--- config.mk ---
export PLATFORM = sky130hd
export DESIGN_NAME = ebi_bus_interface
export DESIGN_NICKNAME = d
export VERILOG_FILES = /design/src/rtl/ebi_pkg.sv /design/src/rtl/ebi_bus_interface.sv
export SDC_FILE = /design/constraint.sdc
export NUM_CORES = 1
export LEC_CHECK = 0
export BUFFER_PORTS_ARGS = -buffer_cell sky130_fd_sc_hd__buf_4
export CAP_MARGIN = 20
export CORE_UTILIZATION = 45
export CTS_BUF_LIST = sky130_fd_sc_hd__clkbuf_4 sky130_fd_sc_hd__clkbuf_8
export DETAILED_ROUTE_END_ITERATION = 8
export PLACE_DENSITY = 0.9
export SYNTH_ARGS = -nofsm -noshare
export SYNTH_HDL_FRONTEND = slang
export SYNTH_SLANG_ARGS = --single-unit
--- constraint.sdc ---
create_clock -name clock_i -period 2.4 [get_ports clock_i]
set_input_delay 0.36 -clock clock_i [delete_from_list [all_inputs] [get_ports clock_i]]
set_output_delay 0.36 -clock clock_i [all_outputs]
set_load 0.1 [all_outputs]
--- src/rtl/ebi_pkg.sv ---
package ebi_pkg;

  // Address and timing
  localparam logic [19:0] RESET_VECTOR   = 20'h0FF80;
  localparam logic [3:0]  ROM_PAGE       = 4'hF;
  localparam int          WS_WIDTH       = 3;
  localparam logic [2:0]  READY_MIN_WS   = 3'h2;
  localparam logic [2:0]  LAST_WAIT      = 3'h1;

  // Reset values
  localparam logic        FLAG_RESET     = 1'b1;
  localparam logic        KEEPER_RESET   = 1'b0;

  typedef enum logic [1:0] {
    EBI_SPACE_DATA = 2'h0,
    EBI_SPACE_PROG = 2'h1,
    EBI_SPACE_IO   = 2'h2
  } ebi_space_type;

  // Gray codes along idle, access, wait, ready check
  typedef enum logic [2:0] {
    EBI_IDLE   = 3'h0,
    EBI_ACCESS = 3'h1,
    EBI_WAIT   = 3'h3,
    EBI_RDY    = 3'h2,
    EBI_HOLD   = 3'h6
  } ebi_state_type;

  typedef struct packed {
    ebi_space_type        space;
    logic                 write;
    logic [19:0]          addr;
    logic [15:0]          wdata;
    logic [WS_WIDTH-1:0]  wait_states;
  } ebi_req_type;

  typedef struct packed {
    logic data_space_select_n;
    logic program_space_select_n;
    logic io_space_select_n;
    logic memory_strobe_n;
    logic io_strobe_n;
    logic rw;
  } ebi_ctrl_type;

  localparam ebi_ctrl_type CTRL_IDLE = 6'h3F;

endpackage

--- src/rtl/ebi_bus_interface.sv ---
`timescale 1ns/100ps
module ebi_bus_interface #(
  parameter int ADDR_WIDTH = 20,
  parameter int DATA_WIDTH = 16
) (
  // Clock and reset
  input  logic                    clock_i,
  input  logic                    reset_i,
  input  logic                    reset_in_n_i,
  // Core access port
  input  logic                    req_valid_i,
  input  ebi_pkg::ebi_req_type    req_i,
  output logic                    req_ready_o,
  output logic                    ack_o,
  output logic                    rom_hit_o,
  output logic [DATA_WIDTH-1:0]   rdata_o,
  // Core control and status
  output logic                    cpu_reset_o,
  output logic                    fetch_start_o,
  output logic [ADDR_WIDTH-1:0]   fetch_addr_o,
  input  logic                    processor_mode_status_write_i,
  input  logic                    processor_mode_status_mode_i,
  output logic                    rom_mapped_o,
  input  logic                    keeper_write_i,
  input  logic                    keeper_value_i,
  input  logic                    decode_phase_i,
  input  logic                    read_phase_i,
  input  logic                    conditional_execute_instr_i,
  output logic                    branch_taken_o,
  input  logic                    set_status_bit_instr_i,
  input  logic                    clear_status_bit_instr_i,
  input  logic                    status_word_one_load_i,
  // Device pins
  input  logic                    boot_memory_mode_select_i,
  input  logic                    branch_condition_input_i,
  input  logic                    ready_i,
  input  logic                    hold_n_i,
  input  logic                    output_disable_n_i,
  output logic                    external_flag_output_o,
  output logic                    external_flag_output_oe_o,
  output ebi_pkg::ebi_ctrl_type   ctrl_o,
  output logic                    ctrl_oe_o,
  output logic [ADDR_WIDTH-1:0]   addr_o,
  output logic                    addr_oe_o,
  input  logic [DATA_WIDTH-1:0]   data_i,
  output logic [DATA_WIDTH-1:0]   data_o,
  output logic                    data_oe_o,
  output logic                    bus_keeper_enable_o,
  output logic                    bus_grant_n_o,
  output logic                    bus_grant_n_oe_o,
  output logic                    microstate_done_n_o
);

  ebi_pkg::ebi_state_type              state_reg;
  ebi_pkg::ebi_state_type              state_next;
  ebi_pkg::ebi_req_type                req_reg;
  logic [ebi_pkg::WS_WIDTH-1:0]        count_reg;
  logic                                mode_reg;
  logic                                flag_reg;
  logic                                keeper_reg;
  logic                                branch_reg;
  logic                                in_reset_reg;
  logic                                fetch_reg;
  logic                                ack_reg;
  logic                                rom_hit_reg;
  logic [DATA_WIDTH-1:0]               rdata_reg;
  logic                                cpu_rst;
  logic                                rom_hit;
  logic                                done;
  logic                                active;

  assign cpu_rst = reset_i || !reset_in_n_i;
  assign active  = (state_reg == ebi_pkg::EBI_ACCESS) || (state_reg == ebi_pkg::EBI_WAIT)
                || (state_reg == ebi_pkg::EBI_RDY);
  assign rom_hit = !mode_reg && (req_i.space == ebi_pkg::EBI_SPACE_PROG)
                && (req_i.addr[15:12] == ebi_pkg::ROM_PAGE);
  assign req_ready_o = (state_reg == ebi_pkg::EBI_IDLE) && hold_n_i && !cpu_rst;

  // Access completes after base cycle and software waits, with a ready check only after two or more waits
  always_comb begin
    done = 1'b0;
    case (state_reg)
      ebi_pkg::EBI_ACCESS: done = (req_reg.wait_states == '0);
      ebi_pkg::EBI_WAIT:   done = (count_reg == ebi_pkg::LAST_WAIT)
                               && (req_reg.wait_states < ebi_pkg::READY_MIN_WS);
      ebi_pkg::EBI_RDY:    done = ready_i;
      default:             done = 1'b0;
    endcase
  end

  always_comb begin
    state_next = state_reg;
    case (state_reg)
      ebi_pkg::EBI_IDLE: begin
        if (!hold_n_i) begin
          state_next = ebi_pkg::EBI_HOLD;
        end else if (req_valid_i && !rom_hit) begin
          state_next = ebi_pkg::EBI_ACCESS;
        end
      end
      ebi_pkg::EBI_ACCESS: begin
        state_next = done ? ebi_pkg::EBI_IDLE : ebi_pkg::EBI_WAIT;
      end
      ebi_pkg::EBI_WAIT: begin
        if (done) begin
          state_next = ebi_pkg::EBI_IDLE;
        end else if (count_reg == ebi_pkg::LAST_WAIT) begin
          state_next = ebi_pkg::EBI_RDY;
        end
      end
      ebi_pkg::EBI_RDY: begin
        if (done) begin
          state_next = ebi_pkg::EBI_IDLE;
        end
      end
      ebi_pkg::EBI_HOLD: begin
        if (hold_n_i) begin
          state_next = ebi_pkg::EBI_IDLE;
        end
      end
      default: state_next = ebi_pkg::EBI_IDLE;
    endcase
  end

  always_ff @(posedge clock_i) begin
    if (cpu_rst) begin
      state_reg <= ebi_pkg::EBI_IDLE;
    end else begin
      state_reg <= state_next;
    end
  end

  always_ff @(posedge clock_i) begin
    if (cpu_rst) begin
      req_reg   <= '0;
      count_reg <= '0;
    end else if (state_reg == ebi_pkg::EBI_IDLE && state_next == ebi_pkg::EBI_ACCESS) begin
      req_reg   <= req_i;
      count_reg <= req_i.wait_states;
    end else if (state_reg == ebi_pkg::EBI_WAIT) begin
      count_reg <= count_reg - ebi_pkg::LAST_WAIT;
    end
  end

  // Answer to the core, data captured on the completing cycle
  always_ff @(posedge clock_i) begin
    if (cpu_rst) begin
      ack_reg     <= 1'b0;
      rom_hit_reg <= 1'b0;
      rdata_reg   <= '0;
    end else begin
      ack_reg     <= (active && done) || (req_ready_o && req_valid_i && rom_hit);
      rom_hit_reg <= req_ready_o && req_valid_i && rom_hit;
      if (active && done && !req_reg.write) begin
        rdata_reg <= data_i;
      end
    end
  end

  // Boot mode caught while reset is held, then software may override
  always_ff @(posedge clock_i) begin
    if (cpu_rst) begin
      mode_reg <= boot_memory_mode_select_i;
    end else if (processor_mode_status_write_i) begin
      mode_reg <= processor_mode_status_mode_i;
    end
  end

  always_ff @(posedge clock_i) begin
    in_reset_reg <= cpu_rst;
    fetch_reg    <= in_reset_reg && !cpu_rst;
  end

  always_ff @(posedge clock_i) begin
    if (cpu_rst) begin
      flag_reg <= ebi_pkg::FLAG_RESET;
    end else if (clear_status_bit_instr_i || status_word_one_load_i) begin
      flag_reg <= 1'b0;
    end else if (set_status_bit_instr_i) begin
      flag_reg <= 1'b1;
    end
  end

  always_ff @(posedge clock_i) begin
    if (cpu_rst) begin
      keeper_reg <= ebi_pkg::KEEPER_RESET;
    end else if (keeper_write_i) begin
      keeper_reg <= keeper_value_i;
    end
  end

  always_ff @(posedge clock_i) begin
    if (cpu_rst) begin
      branch_reg <= 1'b0;
    end else if (conditional_execute_instr_i ? decode_phase_i : read_phase_i) begin
      branch_reg <= !branch_condition_input_i;
    end
  end

  // Pin drive
  always_comb begin
    ctrl_o = ebi_pkg::CTRL_IDLE;
    if (active) begin
      ctrl_o.data_space_select_n    = (req_reg.space != ebi_pkg::EBI_SPACE_DATA);
      ctrl_o.program_space_select_n = (req_reg.space != ebi_pkg::EBI_SPACE_PROG);
      ctrl_o.io_space_select_n      = (req_reg.space != ebi_pkg::EBI_SPACE_IO);
      ctrl_o.memory_strobe_n        = (req_reg.space == ebi_pkg::EBI_SPACE_IO);
      ctrl_o.io_strobe_n            = (req_reg.space != ebi_pkg::EBI_SPACE_IO);
      ctrl_o.rw                     = !req_reg.write;
    end
  end

  assign ctrl_oe_o = output_disable_n_i && (state_reg != ebi_pkg::EBI_HOLD);
  assign addr_oe_o = ctrl_oe_o;
  assign addr_o    = (req_reg.space == ebi_pkg::EBI_SPACE_PROG)
                   ? req_reg.addr : {4'h0, req_reg.addr[15:0]};
  assign data_o    = req_reg.wdata;
  assign data_oe_o = ctrl_oe_o && active && req_reg.write && !cpu_rst;
  assign bus_grant_n_o    = (state_reg != ebi_pkg::EBI_HOLD);
  assign bus_grant_n_oe_o = output_disable_n_i;
  assign microstate_done_n_o = !((state_reg == ebi_pkg::EBI_WAIT)
                             && (req_reg.wait_states >= ebi_pkg::READY_MIN_WS)
                             && (count_reg != ebi_pkg::LAST_WAIT));
  assign external_flag_output_o    = flag_reg;
  assign external_flag_output_oe_o = output_disable_n_i;
  assign bus_keeper_enable_o = keeper_reg;
  assign cpu_reset_o    = cpu_rst;
  assign fetch_start_o  = fetch_reg;
  assign fetch_addr_o   = ebi_pkg::RESET_VECTOR;
  assign rom_mapped_o   = !mode_reg;
  assign branch_taken_o = branch_reg;
  assign ack_o          = ack_reg;
  assign rom_hit_o      = rom_hit_reg;
  assign rdata_o        = rdata_reg;
endmodule

# After elaboration in Yosys (flattened, before gate mapping)

Index checks and enable logic that the tools add are counted.

Flip-flop bits (word level): 72
Bits of input ports: 77
Logic and storage cells: 87

Add/sub/neg operators: 1
Order comparisons: 2
Eq/ne operators: 14
Mux-type cells: 18
Reduce and logical (&&, ||, !) cells: 36

Operator list:

| cell                                                               | number |
|---|---|
| two-way mux 3 bit                                                  | 8 |
| two-way mux 20 bit                                                 | 1 |
| logical AND 1 bit                                                  | 18 |
| case mux 3 bit (5 select lines)                                    | 1 |
| equality test 3 x 1 -> 1 bit (second input constant)               | 3 |
| nonzero test 2 bit                                                 | 4 |
| zero test 1 bit                                                    | 7 |
| equality test 3 x 2 -> 1 bit (second input constant)               | 2 |
| zero test 3 bit                                                    | 2 |
| two-way mux 6 bit                                                  | 1 |
| logical OR 1 bit                                                   | 5 |
| two-way mux 1 bit                                                  | 5 |
| equality test 2 x 1 -> 1 bit (second input constant)               | 2 |
| equality test 4 bit (second input constant)                        | 1 |
| equality test 3 bit (second input constant)                        | 1 |
| greater-or-equal comparator 3 x 2 -> 1 bit (second input constant) | 1 |
| less-than comparator 3 x 2 -> 1 bit (second input constant)        | 1 |
| != test 3 x 1 -> 1 bit (second input constant)                     | 1 |
| != test 3 bit (second input constant)                              | 1 |
| case mux 1 bit (3 select lines)                                    | 1 |
| subtractor 3 x 1 -> 3 bit (second input constant)                  | 1 |
| equality test 2 bit (second input constant)                        | 1 |
| two-way mux 2 bit                                                  | 1 |
| != test 2 x 1 -> 1 bit (second input constant)                     | 1 |
| != test 2 bit (second input constant)                              | 1 |

# Logic depth before layout (Yosys ltp)

Depth in word-level cells: 11
Mapped depth: 8
Mapped depth without buffers: 6

# Worst setup path after synthesis

No wires, ideal clock.

Path kind: flip-flop to output port
Start point: reg state_reg[0]
End point: out data_oe_o
Arrival time: 4.430 ns
Data required time: 2.040 ns
Slack: -2.390 ns
Cell stages (with the launch flop): 5
Cell sequence: dfxtp_1 > buf_2 > nand3b_1 > and2_1 > nor3b_1

Elaborated cells on any way between the ends: 10
Classes of those cells: eq/ne (4); reduce/logical (6)

RTL lines:

| what                           | line                     | source |
|---|---|---|
| start: declaration             | ebi_bus_interface.sv:54  | `ebi_pkg::ebi_state_type state_reg;` |
| start signal: assignment       | ebi_bus_interface.sv:127 | `state_reg <= ebi_pkg::EBI_IDLE;` |
| start signal: assignment       | ebi_bus_interface.sv:129 | `state_reg <= state_next;` |
| != test 3 bit                  | n/a                      |  |
| named net bus_grant_n_o        | ebi_bus_interface.sv:49  | `output logic bus_grant_n_o,` |
| logical AND 1 bit              | ebi_bus_interface.sv:213 | `assign ctrl_oe_o = output_disable_n_i && (state_reg != ebi_pkg::EBI_HOLD);` |
| named net addr_oe_o            | ebi_bus_interface.sv:44  | `output logic addr_oe_o,` |
| logical AND 1 bit (3 in a row) | ebi_bus_interface.sv:218 | `assign data_oe_o = ctrl_oe_o && active && req_reg.write && !cpu_rst;` |
| end: declaration               | ebi_bus_interface.sv:47  | `output logic data_oe_o,` |

The timed path passes the listed nets, and every way through them passes these cells.

# Worst setup path in the final report

Start point: reg state_reg[0]
End point: out data_oe_o

Longest elaborated chain between the ends: 6
Elaborated cells on any way between the ends: 10
Classes of those cells: eq/ne (4); reduce/logical (6)

Ends and longest elaborated chain:

| what                                                                                | line                     | source |
|---|---|---|
| equality test 3 x 1 -> 1 bit / equality test 3 x 2 -> 1 bit (equally long branches) | ebi_bus_interface.sv:73  | `assign active = (state_reg == ebi_pkg::EBI_ACCESS) \|\| (state_reg == ebi_pkg::EBI_WAIT)` |
| logical OR 1 bit                                                                    | ebi_bus_interface.sv:73  |  |
| logical OR 1 bit                                                                    | ebi_bus_interface.sv:74  | `\|\| (state_reg == ebi_pkg::EBI_RDY);` |
| logical AND 1 bit (*) (3 in a row)                                                  | ebi_bus_interface.sv:218 |  |

Mark *: on every way between the ends. The rest lies on a longest branch, timed or not.

==> results.py <==
metrics = {
    "worst_setup_path": {
        "arrival_ps": 1800,
        "slowest_stage": "dfxtp_1",
        "setup.worst_path.end_class": "output pin",
        "crit_required_ps": 2040,
        "maximum_fanout_encountered_on_the_critical_timing_path": 10,
        "cp_cell_sequence": "o21ba_2 -> nand2_1 -> nor3b_4 -> buf_4",
        "critical_path_class": "flop to output pin",
        "critical_path.startpoint_type": "flop",
        "critical_path.max_stage_delay_ps": 520,
    },
    "floorplanning": {
        "die-height_um": 87.9,
        "top_level_ports": 171,
        "die_w_um": 87.9,
        "num_rows": 30,
        "die_area_mm2": 0.00773,
        "initial_core_util_pct": 47.8,
        "core_mm2": 0.00694,
    },
    "routing": {
        "drtAntennaViolNets": 0,
        "post-route-drc-count": 0,
        "dr.max_layer_used": "met4",
        "met3_wirelength_um": 695,
        "first_pass_iters": 4,
        "wire_per_inst_um": 13.9,
        "met2RoutedLength_mm": 4.28,
        "post_drt_via_cell_ratio": 4.98,
        "drt-initial-drc-count": 96,
        "dr_total_vias": 3040,
        "routed_wirelength_mm": 8.48,
        "detail_route.wirelength.met1_mm": 3.37,
    },
    "logic_synthesis": {
        "postSynthAreaPerCell_um2": 8.18,
        "synth_cells": 406,
        "synthArstFlopShare_pct": 0,
        "synth_seq_cells": 72,
        "synth-warning-count": 0,
        "synth.yosys.seq_area_share_pct": 43.7,
        "netlist_area_mm2": 0.00332,
        "synth_cell_type_count": 42,
        "flip_flop_cell_with_the_highest_count_after_synthesis": "dfxtp_1",
        "synth_edf_count": 1,
    },
    "clock_network": {
        "cts.sink_count": 72,
        "max-clock-path-buffers": 2,
        "clkTransAtPathRegs_ps": 70,
        "cts_tree": "done",
        "post_cts_buffers": 0,
        "clkLatencyLatePin_ps": 330,
        "cts_inserted_buffers": 9,
        "clockRootBuffer": "clkbuf_8",
        "clock_tree.htree_level_count": 3,
        "ctsHoldBuffers": 0,
        "ctsResizeCount": 0,
    },
    "timing": {
        "setup_repair_after_global_routing_missed_its_margin": "false",
        "upper_clock_frequency_limit_mhz": 463,
        "final.setup.tns_ps": 0,
        "timing.clock.skew_ps": 7.31,
        "worst_slew_pin_slew_ps": 745,
        "finalCriticalPeriod_ps": 2160,
        "setup_ws_ps": 240,
        "fraction_of_the_cycle_the_final_worst_path_needs_pct": 90.0,
        "hold_viol": 0,
        "slew_headroom_pct": 50.2,
        "finalSetupViolations": 0,
        "report.final.slew_viol_count": 0,
    },
    "place": {
        "gp_routability_congestion": 0.779,
        "portBuffers": 150,
        "post-dp-hpwl_mm": 6.26,
        "dpl_worst_slack_ps": 321,
    },
    "layout": {
        "layout.area.seq_mm2": 0.00145,
        "largest_register_ffs": 26,
        "antenna-diode-count": 0,
        "final_net_count": 589,
        "post_route_cells_drive_above_1_share_pct": 35.9,
        "layout.cells.most_common": "buf_4",
        "mostFrequentLayoutCells": "157 x buf_4, 93 x nand2_1, 71 x dfxtp_1",
        "finish.utilization_pct": 63.0,
        "layout_area_growth_over_synthesis_pct": 31.7,
        "multiInputGateArea_mm2": 0.00139,
        "fill_cells": 609,
    },
    "power_and_ir_drop": {
        "power_per_cell_area_mw_per_mm2": 635,
        "p_total_mw": 2.78,
        "worst_ir_drop_vdd_v": 0.000369,
        "static-leakage-power_nw": 1.84,
    },
    "run": {
        "drv.max_cap_violation_count": 0,
    },
    "global_route": {
        "grt.total_usage_pct": 21.3,
        "grt_overflow_total": 0,
        "grt_antenna_before_repair": 0,
        "via_count_of_the_first_global_routing_pass": 2900,
        "grt_start_max_net_pins": 37,
        "grt_pass1_wl_mm": 12.8,
    },
    "run_status": {
        "outcome": "completed",
    },
    "min_path": {
        "holdCritPathClass": "input pin to flop",
    },
}
## cell usage after synthesis, drive strengths merged, types with 2 or more instances
cell    instances  area [um^2]
inv             6         22.5
nor3            3         15.0
nor2            6         22.5
xor2            2         17.5
ha              2         25.0
dfxtp          71         1420
buf            71          518
and2            7         43.8
or3             2         12.5
o21ai           2         10.0
nand3          18         90.1
o211ai         17          128
nand2          93          349
o21a            2         15.0
clkbuf         12         45.0
nor4b           2         30.0
a21oi          64          320
and3b           3         30.0
nor2b           2         12.5
conb            2         7.51
## area by class of cell
| class | count | share of cell area (%) |
|---|---|---|
| Sequential cell | 72 | 33.2 |
| Multi-Input combinational cell | 262 | 31.7 |
| Timing Repair Buffer | 158 | 27.4 |
| Clock buffer | 14 | 4.12 |
| Tap cell | 96 | 2.75 |
| Inverter | 7 | 0.601 |
| Clock inverter | 2 | 0.286 |
## critical path: cells and delay by family, from the launching register on
kind	cells	cell delay (ps)
flops	1	520
simple gates	2	350
buf+inv	1	320
compound gates	1	290
## per-stage QoR
step | area, um^2 | hold slack (ps) | instances
global route | 4370 | 195 | 611
floorplan | 3410 | 406 | 424
global placement | 4180 | 411 | 595
finish | 4370 | 208 | 611
CTS | 4370 | 188 | 611
detailed placement | 4180 | 411 | 595
## cells by family after synthesis
family,synth area share (%)
AO/OA/AOI/OAI,16.5
multiplexers,0.641
other,0.226
AND/OR/NAND/NOR,19.6
XOR/XNOR,0.791
flip-flops,43.7
buffers and inverters,17.7
adder cells (fa/ha/maj),0.753
## final timing paths
kind / depth (start not counted) / endpoint / start / slack, ps
worst max-delay path: 4 / data_oe_o / state_reg[0] / 240
worst min-delay path: 2 / branch_taken_o / branch_condition_input_i / 210
worst max register to register: 5 / data_o[8] / mode_reg / 330
worst min register to register: 1 / fetch_start_o / in_reset_reg / 420
## layer usage
layer / track usage [%] / up-vias
met1: 23.4 / 1403
met4: 9.39 / 0
li1: - / 1489
met5: 0 / -
met3: 5.84 / 16
met2: 38.3 / 132
## where the power goes
group	internal (mW)	total, mW	switching [mW]	leakage (nW)
registers	1.22	1.24	0.0200	0.585
clock network	0.483	0.898	0.416	0.0995
logic	0.164	0.638	0.473	1.15
Note: power is estimated with default switching activity, not from simulation.
